File: config.mk
export PLATFORM = sky130hd
export DESIGN_NAME = mpl_ctrl
export DESIGN_NICKNAME = d
export VERILOG_FILES = /design/src/mpl_fifo.v /design/src/mpl_sop_det.v /design/src/mpl_ctrl.v
export VERILOG_INCLUDE_DIRS = /design/src
export SDC_FILE = /design/constraint.sdc
export NUM_CORES = 1
export LEC_CHECK = 0
export BUFFER_PORTS_ARGS = -buffer_cell sky130_fd_sc_hd__clkbuf_2
export CAP_MARGIN = 0
export CORE_MARGIN = 1
export CORE_UTILIZATION = 45
export CTS_CLUSTER_SIZE = 8
export DETAILED_ROUTE_END_ITERATION = 7
export PLACE_DENSITY = 0.66
export REMOVE_ABC_BUFFERS = 1
export SKIP_CTS_REPAIR_TIMING = 1
export SYNTH_ARGS = -nofsm -noshare
export SYNTH_HDL_FRONTEND = slang
export SYNTH_SLANG_ARGS = --single-unit
File: constraint.sdc
create_clock -name aclk -period 7.85 [get_ports aclk]
set_input_delay 1.9625 -clock aclk [delete_from_list [all_inputs] [get_ports aclk]]
set_output_delay 1.9625 -clock aclk [all_outputs]
set_load 0.005 [all_outputs]
File: src/mpl_regs.vh
// Purpose: register indices, field positions and reset values
// Assumes: byte address of a register is four times its index
// Notes:   definitions only
`ifndef MPL_REGS_VH
`define MPL_REGS_VH

// register indices
`define MPL_IDX_GEN_FLAG  16'h8029
`define MPL_IDX_LOOP      16'h8055
`define MPL_IDX_SOP       16'h805a
`define MPL_IDX_CNT_HI    16'h8027
`define MPL_IDX_CNT_LO    16'h8028
`define MPL_IDX_FG_START  16'h8030

// reset values
`define MPL_RST_GEN_FLAG  16'h0000
`define MPL_RST_LOOP      4'ha
`define MPL_RST_SOP       6'h1b
`define MPL_RST_CNT_HI    16'h0000
`define MPL_RST_CNT_LO    16'h0100

// loopback config fields
`define MPL_LB_LOCAL_EN   0
`define MPL_LB_LOCAL_SUP  1
`define MPL_LB_REM_EN     2
`define MPL_LB_REM_SUP    3
`define MPL_LB_W          4

// start indication control fields
`define MPL_SOP_RX_EN     0
`define MPL_SOP_RX_SFD    1
`define MPL_SOP_RX_LEN    2
`define MPL_SOP_TX_EN     3
`define MPL_SOP_TX_SFD    4
`define MPL_SOP_TX_LEN    5
`define MPL_SOP_W         6

// frame generator start register fields
`define MPL_FG_GO         0
`define MPL_FG_BUSY       1

// stream constants
`define MPL_SFD           8'hd5
`define MPL_PRE_LAST      4'h7
`define MPL_FIFO_DEPTH    32

// bus answers and register selects
`define MPL_RESP_OKAY     2'b00
`define MPL_RESP_SLVERR   2'b10
`define MPL_SEL_NONE      3'h0
`define MPL_SEL_DONE      3'h1
`define MPL_SEL_LOOP      3'h2
`define MPL_SEL_SOP       3'h3
`define MPL_SEL_CNT_HI    3'h4
`define MPL_SEL_CNT_LO    3'h5
`define MPL_SEL_FG        3'h6

`endif

File: src/mpl_fifo.v
// Purpose: byte stream fifo with valid and ready on both sides
// Assumes: DEPTH is a power of two, AW = log2(DEPTH)
// Notes:   ready and valid come from flops
`timescale 1ns/1ps
`default_nettype none

module mpl_fifo #(
  parameter W     = 9,
  parameter DEPTH = 32,
  parameter AW    = 5
) (
  input  wire         aclk,
  input  wire         aresetn,
  input  wire         ce,
  input  wire [W-1:0] in_data,
  input  wire         in_valid,
  output reg          in_ready,
  output wire [W-1:0] out_data,
  output reg          out_valid,
  input  wire         out_ready
);

  localparam [AW:0] FULL = DEPTH[AW:0];

  reg  [W-1:0]  mem [0:DEPTH-1];
  reg  [AW-1:0] wr_q;
  reg  [AW-1:0] rd_q;
  reg  [AW:0]   cnt_q;
  reg  [AW:0]   cnt_d;
  wire          push = in_valid & in_ready;
  wire          pop  = out_valid & out_ready;

  assign out_data = mem[rd_q];

  // occupancy after this cycle
  always @* begin
    cnt_d = cnt_q;
    if (push & ~pop)
      cnt_d = cnt_q + 1'b1;
    else if (pop & ~push)
      cnt_d = cnt_q - 1'b1;
  end

  // pointers, storage, registered flags
  always @(posedge aclk) begin
    if (!aresetn) begin
      wr_q      <= {AW{1'b0}};
      rd_q      <= {AW{1'b0}};
      cnt_q     <= {(AW+1){1'b0}};
      in_ready  <= 1'b1;
      out_valid <= 1'b0;
    end else if (ce) begin
      if (push) begin
        mem[wr_q] <= in_data;
        wr_q      <= wr_q + 1'b1;
      end
      if (pop)
        rd_q <= rd_q + 1'b1;
      cnt_q     <= cnt_d;
      in_ready  <= (cnt_d != FULL);
      out_valid <= (cnt_d != {(AW+1){1'b0}});
    end
  end

endmodule
`default_nettype wire

File: src/mpl_sop_det.v
// Purpose: start-of-packet indication for one byte stream
// Assumes: one byte per byte_vld, byte_last marks the frame's last byte
// Notes:   indication drops at the edge that takes the last byte
`timescale 1ns/1ps
`default_nettype none
`include "mpl_regs.vh"

module mpl_sop_det (
  input  wire       aclk,
  input  wire       aresetn,
  input  wire       ce,
  input  wire       det_en,
  input  wire       sfd_en,
  input  wire       len_chk,
  input  wire       byte_vld,
  input  wire [7:0] byte_data,
  input  wire       byte_last,
  output reg        sop
);

  reg [3:0] cnt_q;
  reg       quit_q;

  // byte counter, give-up flag and held indication
  always @(posedge aclk) begin
    if (!aresetn) begin
      sop    <= 1'b0;
      cnt_q  <= 4'h0;
      quit_q <= 1'b0;
    end else if (ce && byte_vld) begin
      if (byte_last) begin
        sop    <= 1'b0;
        cnt_q  <= 4'h0;
        quit_q <= 1'b0;
      end else begin
        if (cnt_q != 4'hf)
          cnt_q <= cnt_q + 4'h1;
        if (det_en && !sop && !quit_q) begin
          if (!sfd_en)
            sop <= 1'b1;
          else if (byte_data == `MPL_SFD)
            sop <= 1'b1;
          else if (cnt_q == `MPL_PRE_LAST) begin
            sop    <= len_chk;
            quit_q <= ~len_chk;
          end
        end
      end
    end
  end

endmodule
`default_nettype wire

File: src/mpl_ctrl.v
// Purpose: loopbacks, start indications and generator done flag
// Assumes: byte-wide streams, registers over axi4-lite
// Notes:   byte address of a register is four times its index
//
// The AXI4-Lite register port is this design's own decision.
`timescale 1ns/1ps
`default_nettype none
`include "mpl_regs.vh"

// Contract
// [RULE_01] set done flag when generator has sent the requested frame count
// [RULE_02] done flag stays high until read; the read returns 1 and clears
// [RULE_03] loopback bit 0 routes mac transmit data into mac receive
// [RULE_04] local loop with bit 1 set withholds transmit data from phy
// [RULE_05] loopback bit 2 routes phy receive data into phy transmit
// [RULE_06] remote loop with bit 3 set withholds receive data from mac
// [RULE_07] receive start indication only while its enable bit 0 is set
// [RULE_08] enable and on-delimiter bits set: indicate when sfd arrives
// [RULE_09] without on-delimiter: indicate as soon as data valid rises
// [RULE_10] receive indication held until the current frame ends
// [RULE_11] length check set: indicate after eight bytes without sfd
// [RULE_12] length check clear: no indication if no sfd in eight bytes
// [RULE_13] transmit start indication only while enable bit 3 is set
// [RULE_14] transmit on-delimiter bit 4 indicates at the sfd
// [RULE_15] transmit length check bit 5 applies the preamble check
// [RULE_16] frame count is 32 bits held as two 16-bit halves
// [RULE_17] suppress bits do nothing while their loopback is disabled
module mpl_ctrl #(
  parameter ADDR_W = 18,
  parameter FIFO_W = 9,
  parameter FIFO_D = `MPL_FIFO_DEPTH,
  parameter FIFO_A = 5
) (
  input  wire              aclk,
  input  wire              aresetn,
  input  wire              ce,
  input  wire [ADDR_W-1:0] awaddr,
  input  wire              awvalid,
  output reg               awready,
  input  wire [31:0]       wdata,
  input  wire [3:0]        wstrb,
  input  wire              wvalid,
  output reg               wready,
  output reg  [1:0]        bresp,
  output reg               bvalid,
  input  wire              bready,
  input  wire [ADDR_W-1:0] araddr,
  input  wire              arvalid,
  output reg               arready,
  output reg  [31:0]       rdata,
  output reg  [1:0]        rresp,
  output reg               rvalid,
  input  wire              rready,
  input  wire [7:0]        mac_tx_data,
  input  wire              mac_tx_last,
  input  wire              mac_tx_valid,
  output wire              mac_tx_ready,
  output reg  [7:0]        mac_rx_data,
  output reg               mac_rx_last,
  output reg               mac_rx_valid,
  output wire              mac_rx_sop,
  input  wire [7:0]        phy_rx_data,
  input  wire              phy_rx_dv,
  output reg  [7:0]        phy_tx_data,
  output reg               phy_tx_last,
  output reg               phy_tx_valid,
  input  wire              phy_tx_ready,
  output wire              phy_tx_sop,
  input  wire              fg_frame_sent,
  output reg               fg_run
);

  // register contents
  reg [`MPL_LB_W-1:0]  loop_q;
  reg [`MPL_SOP_W-1:0] sop_cfg_q;
  reg [15:0]           cnt_hi_q;
  reg [15:0]           cnt_lo_q;
  reg                  done_q;
  reg [31:0]           sent_q;

  // bus state
  reg [ADDR_W-1:0] aw_addr_q;
  reg [31:0]       w_data_q;
  reg [3:0]        w_strb_q;

  // phy receive stage
  reg [7:0] rxd_q;
  reg       rxv_q;

  // map an address onto a register select
  function [2:0] reg_sel;
    input [ADDR_W-1:0] a;
    reg   [15:0]       idx;
    begin
      idx     = a[17:2];
      reg_sel = `MPL_SEL_NONE;
      if (a[1:0] == 2'b00) begin
        case (idx)
          `MPL_IDX_GEN_FLAG: reg_sel = `MPL_SEL_DONE;
          `MPL_IDX_LOOP:     reg_sel = `MPL_SEL_LOOP;
          `MPL_IDX_SOP:      reg_sel = `MPL_SEL_SOP;
          `MPL_IDX_CNT_HI:   reg_sel = `MPL_SEL_CNT_HI;
          `MPL_IDX_CNT_LO:   reg_sel = `MPL_SEL_CNT_LO;
          `MPL_IDX_FG_START: reg_sel = `MPL_SEL_FG;
          default:           reg_sel = `MPL_SEL_NONE;
        endcase
      end
    end
  endfunction

  // merge a 16-bit register with a strobed write
  function [15:0] merge16;
    input [15:0] old;
    input [31:0] d;
    input [3:0]  s;
    begin
      merge16 = {s[1] ? d[15:8] : old[15:8], s[0] ? d[7:0] : old[7:0]};
    end
  endfunction

  // write and read decode
  wire [2:0] wsel   = reg_sel(aw_addr_q);
  wire       do_wr  = ~awready & ~wready & ~bvalid;
  wire [2:0] rsel   = reg_sel(araddr);
  wire       do_rd  = arready & arvalid;
  wire       fg_go  = do_wr && (wsel == `MPL_SEL_FG) && w_strb_q[0]
                      && w_data_q[`MPL_FG_GO];
  wire [31:0] target = {cnt_hi_q, cnt_lo_q}; // see [RULE_16]
  wire       last_frame = fg_run && fg_frame_sent
                          && (sent_q + 32'h1 == target);
  wire       done_set = last_frame || (fg_go && target == 32'h0);
  wire [15:0] loop_wr = merge16({12'h000, loop_q}, w_data_q, w_strb_q);
  wire [15:0] sop_wr  = merge16({10'h000, sop_cfg_q}, w_data_q, w_strb_q);

  // effective loopback modes; suppress only counts with its loop
  wire lb_local = loop_q[`MPL_LB_LOCAL_EN];   // see [RULE_03]
  wire lb_rem   = loop_q[`MPL_LB_REM_EN];     // see [RULE_05]
  wire sup_tx   = lb_local & loop_q[`MPL_LB_LOCAL_SUP]; // see [RULE_17]
  wire sup_rx   = lb_rem & loop_q[`MPL_LB_REM_SUP];     // see [RULE_17]

  // fifo between mac transmit and phy transmit
  wire [FIFO_W-1:0] f_out;
  wire              f_valid;
  wire              f_ready;
  wire              tx_slot = ~phy_tx_valid | phy_tx_ready;

  mpl_fifo #(
    .W     (FIFO_W),
    .DEPTH (FIFO_D),
    .AW    (FIFO_A)
  ) u_fifo (
    .aclk      (aclk),
    .aresetn   (aresetn),
    .ce        (ce),
    .in_data   ({mac_tx_last, mac_tx_data}),
    .in_valid  (mac_tx_valid),
    .in_ready  (mac_tx_ready),
    .out_data  (f_out),
    .out_valid (f_valid),
    .out_ready (f_ready)
  );

  // remote loop owns the phy transmit, so mac transmit stalls there
  assign f_ready = ~lb_rem & (sup_tx | tx_slot);
  wire f_take = f_valid & f_ready;

  // phy receive stream, last byte known when dv falls
  wire rx_last = rxv_q & ~phy_rx_dv;

  // stream toward phy transmit
  reg       tx_v;
  reg [7:0] tx_d;
  reg       tx_l;
  always @* begin
    tx_v = 1'b0;
    tx_d = f_out[7:0];
    tx_l = f_out[8];
    if (lb_rem) begin
      tx_v = rxv_q & tx_slot;                 // see [RULE_05]
      tx_d = rxd_q;
      tx_l = rx_last;
    end else if (!sup_tx) begin
      tx_v = f_take;                          // see [RULE_04]
    end
  end

  // stream toward mac receive
  reg       rx_v;
  reg [7:0] rx_d;
  reg       rx_l;
  always @* begin
    rx_v = 1'b0;
    rx_d = rxd_q;
    rx_l = rx_last;
    if (lb_local) begin
      rx_v = f_take;                          // see [RULE_03]
      rx_d = f_out[7:0];
      rx_l = f_out[8];
    end else if (!sup_rx) begin
      rx_v = rxv_q;                           // see [RULE_06]
    end
  end

  // receive start indication
  mpl_sop_det u_rx_sop (
    .aclk      (aclk),
    .aresetn   (aresetn),
    .ce        (ce),
    .det_en    (sop_cfg_q[`MPL_SOP_RX_EN]),   // see [RULE_07]
    .sfd_en    (sop_cfg_q[`MPL_SOP_RX_SFD]),  // see [RULE_08] [RULE_09]
    .len_chk   (sop_cfg_q[`MPL_SOP_RX_LEN]),  // see [RULE_11] [RULE_12]
    .byte_vld  (rx_v),
    .byte_data (rx_d),
    .byte_last (rx_l),                        // see [RULE_10]
    .sop       (mac_rx_sop)
  );

  // transmit start indication
  mpl_sop_det u_tx_sop (
    .aclk      (aclk),
    .aresetn   (aresetn),
    .ce        (ce),
    .det_en    (sop_cfg_q[`MPL_SOP_TX_EN]),   // see [RULE_13]
    .sfd_en    (sop_cfg_q[`MPL_SOP_TX_SFD]),  // see [RULE_14]
    .len_chk   (sop_cfg_q[`MPL_SOP_TX_LEN]),  // see [RULE_15]
    .byte_vld  (tx_v),
    .byte_data (tx_d),
    .byte_last (tx_l),
    .sop       (phy_tx_sop)
  );

  // output stages of both streams
  always @(posedge aclk) begin
    if (!aresetn) begin
      rxd_q        <= 8'h00;
      rxv_q        <= 1'b0;
      mac_rx_data  <= 8'h00;
      mac_rx_last  <= 1'b0;
      mac_rx_valid <= 1'b0;
      phy_tx_data  <= 8'h00;
      phy_tx_last  <= 1'b0;
      phy_tx_valid <= 1'b0;
    end else if (ce) begin
      rxd_q        <= phy_rx_data;
      rxv_q        <= phy_rx_dv;
      mac_rx_valid <= rx_v;
      mac_rx_data  <= rx_d;
      mac_rx_last  <= rx_v & rx_l;
      if (tx_slot) begin
        phy_tx_valid <= tx_v;
        phy_tx_data  <= tx_d;
        phy_tx_last  <= tx_v & tx_l;
      end
    end
  end

  // write address and data channels, then response
  always @(posedge aclk) begin
    if (!aresetn) begin
      awready   <= 1'b1;
      wready    <= 1'b1;
      bvalid    <= 1'b0;
      bresp     <= `MPL_RESP_OKAY;
      aw_addr_q <= {ADDR_W{1'b0}};
      w_data_q  <= 32'h0;
      w_strb_q  <= 4'h0;
    end else if (ce) begin
      if (awready && awvalid) begin
        aw_addr_q <= awaddr;
        awready   <= 1'b0;
      end
      if (wready && wvalid) begin
        w_data_q <= wdata;
        w_strb_q <= wstrb;
        wready   <= 1'b0;
      end
      if (do_wr) begin
        bvalid <= 1'b1;
        bresp  <= (wsel == `MPL_SEL_NONE) ? `MPL_RESP_SLVERR
                                          : `MPL_RESP_OKAY;
      end
      if (bvalid && bready) begin
        bvalid  <= 1'b0;
        awready <= 1'b1;
        wready  <= 1'b1;
      end
    end
  end

  // writable registers
  always @(posedge aclk) begin
    if (!aresetn) begin
      loop_q    <= `MPL_RST_LOOP;
      sop_cfg_q <= `MPL_RST_SOP;
      cnt_hi_q  <= `MPL_RST_CNT_HI;
      cnt_lo_q  <= `MPL_RST_CNT_LO;
    end else if (ce && do_wr) begin
      case (wsel)
        `MPL_SEL_LOOP:
          loop_q <= loop_wr[`MPL_LB_W-1:0];
        `MPL_SEL_SOP:
          sop_cfg_q <= sop_wr[`MPL_SOP_W-1:0];
        `MPL_SEL_CNT_HI:
          cnt_hi_q <= merge16(cnt_hi_q, w_data_q, w_strb_q);
        `MPL_SEL_CNT_LO:
          cnt_lo_q <= merge16(cnt_lo_q, w_data_q, w_strb_q);
        default:
          cnt_lo_q <= cnt_lo_q;
      endcase
    end
  end

  // frame generator run control and done flag
  always @(posedge aclk) begin
    if (!aresetn) begin
      fg_run <= 1'b0;
      sent_q <= 32'h0;
      done_q <= 1'b0;
    end else if (ce) begin
      if (fg_go) begin
        sent_q <= 32'h0;
        fg_run <= (target != 32'h0);
      end else if (fg_run && fg_frame_sent) begin
        sent_q <= sent_q + 32'h1;
        if (last_frame)
          fg_run <= 1'b0;
      end
      // a set in the same cycle as the clearing read wins
      if (done_set)
        done_q <= 1'b1;                       // see [RULE_01]
      else if (do_rd && rsel == `MPL_SEL_DONE)
        done_q <= 1'b0;                       // see [RULE_02]
    end
  end

  // read channel
  always @(posedge aclk) begin
    if (!aresetn) begin
      arready <= 1'b1;
      rvalid  <= 1'b0;
      rdata   <= 32'h0;
      rresp   <= `MPL_RESP_OKAY;
    end else if (ce) begin
      if (do_rd) begin
        arready <= 1'b0;
        rvalid  <= 1'b1;
        rresp   <= `MPL_RESP_OKAY;
        case (rsel)
          `MPL_SEL_DONE:   rdata <= {31'h0, done_q}; // see [RULE_02]
          `MPL_SEL_LOOP:   rdata <= {28'h0, loop_q};
          `MPL_SEL_SOP:    rdata <= {26'h0, sop_cfg_q};
          `MPL_SEL_CNT_HI: rdata <= {16'h0, cnt_hi_q};
          `MPL_SEL_CNT_LO: rdata <= {16'h0, cnt_lo_q};
          `MPL_SEL_FG:     rdata <= {30'h0, fg_run, 1'b0};
          default: begin
            rdata <= 32'h0;
            rresp <= `MPL_RESP_SLVERR;
          end
        endcase
      end
      if (rvalid && rready) begin
        rvalid  <= 1'b0;
        arready <= 1'b1;
      end
    end
  end

endmodule
`default_nettype wire

==> flow_summary.json <==
{
  "core_um2": 46800,
  "violations": "DRC",
  "clk_pin_slew_ns": 0.04,
  "synthTopCellsByCount": "edfxtp_1 (288), nor2_1 (200), dfxtp_1 (199)",
  "p_seq_share_pct": 47.3,
  "r2r_cells": 7,
  "grt-ovfl-total": 0,
  "dp_hpwl_um": 35100,
  "diodes": 0,
  "layout.nets": 2040,
  "synth_top_area_share_pct": 40.4,
  "ys_ff_latch": 487,
  "initial_core_util_pct": 45.8,
  "cts.path.max_buffers": 3,
  "crit_path_start": "ce",
  "layout-drive-gt1-share_pct": 14.8,
  "fmax_mhz": 230,
  "area_growth_pct": 14.0,
  "num_vias": 14700,
  "ir_drop_uv": 213,
  "dpl-instance-area_um2": 22400,
  "post_drt_wl_per_cell_um": 20.5,
  "grt_pass1_vias": 14000,
  "yosys-top-cells-area": "edfxtp_1 (40%), dfxtp_1 (19%), mux2i_1 (7.7%), mux4_2 (4.2%), nor2_1 (3.5%)",
  "cts_sinks": 487,
  "p_sw_mw": 1.28,
  "pin_count": 166,
  "cp-start-kind": "input port",
  "intPower_mw": 4.58,
  "switching_share_pct": 21.9,
  "die_h_um": 220,
  "first_iter_violations": 1300,
  "yosys_warnings": 0,
  "finalCritPeriodShare_pct": 55.5,
  "insertion_delay_ns": 0.61,
  "routed_via_density": 5.71,
  "synth_seq_area_share_pct": 59.0,
  "fill_cells": 3954,
  "synth-edff-count": 288,
  "fin_tns_setup_ns": 0,
  "grt_use_total_pct": 22.0,
  "arrival_ns": 4.56,
  "grt_pass1_wl_um": 80700,
  "gp_congestion": 0.917,
  "drtPass1Iterations": 7,
  "max_slew_margin_pct": 19.5,
  "cts_buffers": 71,
  "leakagePower_nw": 8.25,
  "die_w_um": 220,
  "period_minus_slack_ns": 4.36,
  "skew_ns": 0.0239,
  "synthCells": 1817,
  "holdWs_ns": 0.454,
  "grt_max_degree": 97,
  "ctsHtreeMaxLevel": 3,
  "rsz0062_at_grt": "false",
  "syn_avg_cell_area_um2": 11.8,
  "finalInstanceArea_um2": 24400,
  "end_kind": "flip-flop",
  "finalHoldViolations": 0,
  "status": "finished with violations",
  "dieArea_um2": 48500,
  "synthFlopType": "edfxtp_1",
  "setup_violations": 0,
  "antenna_found_initial": 0,
  "postRouteAntennaNets": 0,
  "drc": 10,
  "clock_power_share_pct": 48.3,
  "rrSetupSlack_ns": 3.79,
  "drt_wl_total_um": 52600,
  "slew_viol_final": 0,
  "syn_area_um2": 21400,
  "comb_power_share_pct": 4.4,
  "maxCapViolations": 0,
  "required_ns": 8.06,
  "r2r_end": "u_tx_sop.cnt_q[3]",
  "cp_max_fo": 44,
  "max_slew.worst_pin.slew_ns": 1.20,
  "hp-class": "reg -> reg",
  "synth_most_common_cell": "edfxtp_1",
  "finalWorstSetupSlack_ns": 3.49,
  "crit_type": "in -> reg",
  "tritoncts": "built",
  "port_buffers": 129,
  "dp_worst_setup_slack_ns": 2.88,
  "cellPowerDensity_nw_per_um2": 240,
  "root_buffer": "clkbuf_16",
  "async_reset_ff_share_pct": 0,
  "fp-row-count": 79,
  "synth_largest_area_cell": "edfxtp_1",
  "worstSetupEndpoint": "u_fifo.mem[31][1]",
  "synth.distinct_cells": 86
}
[critical path: stages]
cell      delay [ns]
clkbuf_2        0.08
buf_4           0.37
clkinv_1        0.12
buf_4           0.23
nor2_1          0.50
nand2_1         0.40
nor2_1          0.86
[cell type report]
| type | instances | area, um2 | area share (%) |
|---|---|---|---|
| well taps | 607 | 759 | 3.11 |
| repair buffers | 143 | 751 | 3.07 |
| clock inverters | 7 | 154 | 0.630 |
| clock buffers | 102 | 1910 | 7.84 |
| inverters | 11 | 46.3 | 0.190 |
| flip-flops and latches | 487 | 12600 | 51.7 |
| multi-input cells | 1215 | 8170 | 33.4 |
[stage by stage]
stage,total power [mW],cells,util (%)
finish,5.86,2572,52.2
global placement,3.07,2463,47.8
CTS,5.91,2572,52.2
floorplan,2.95,1713,-
detailed placement,3.07,2463,47.8
global route,6.04,2572,52.2
[flip-flops by register name, indices dropped and copies added (netlist names), 2 cells and up, named ones only]
signal,cells
aw_addr_q,18
cnt_hi_q,16
cnt_lo_q,16
loop_q,4
mac_rx_data,8
phy_tx_data,8
rdata,16
rxd_q,8
sent_q,32
sop_cfg_q,6
u_fifo.cnt_q,6
u_fifo.mem,288
u_fifo.rd_q,5
u_fifo.wr_q,5
u_rx_sop.cnt_q,4
u_tx_sop.cnt_q,4
w_data_q,16
w_strb_q,2
[metal layers]
metal / GRT usage [%] / share of wire (%) / up-vias
met1: 28.9 / 43 / 7183
met3: 4.32 / 5.6 / 115
li1: - / - / 6926
met2: 34.9 / 47 / 472
met4: 10.5 / 4.3 / 0
met5: 0 / 0 / -
[cells in the final DEF (no fill, tap or decap), drive strengths merged, types with 32 or more instances in the layout]
master,netlist,final
mux4,40,40
clkbuf,72,231
a21oi,125,125
nand4,32,32
xnor2,35,35
nor2,201,201
edfxtp,288,288
mux2i,164,164
nand3,37,37
dfxtp,199,199
nand2,190,190
o21ai,56,56
a22oi,48,48
[worst min path at each step]
stage / from / to / slack (ns) / cells past startpoint
2_1_floorplan: aw_addr_q[1] / aw_addr_q[1] / 0.43 / 2
3_3_place_gp: aw_addr_q[1] / aw_addr_q[1] / 0.44 / 2
3_5_place_dp: aw_addr_q[16] / aw_addr_q[16] / 0.45 / 2
4_1_cts: aw_addr_q[16] / aw_addr_q[16] / 0.46 / 2
5_1_grt: aw_addr_q[11] / aw_addr_q[11] / 0.47 / 2
6_report: aw_addr_q[16] / aw_addr_q[16] / 0.45 / 2
[power groups by stage]
stage               logic (mW)  clock network, mW  registers [mW]
finish                   0.258               2.83            2.77
global route             0.285               2.98            2.77
CTS                      0.259               2.89            2.77
detailed placement       0.258                  0            2.82
global placement         0.251                  0            2.81
floorplan                0.142                  0            2.81
[logic make-up after synthesis]
family | synth area share (%)
AOI/OAI and AO/OA | 8.37
xor gates and xnor gates | 2.72
adders and majority gates | 0.584
buffers and inverters | 3.32
DFF | 59.0
muxes | 12.0
other | 0.0175
and+or+nand+nor | 14.0
(Power assumes the default switching activity.)
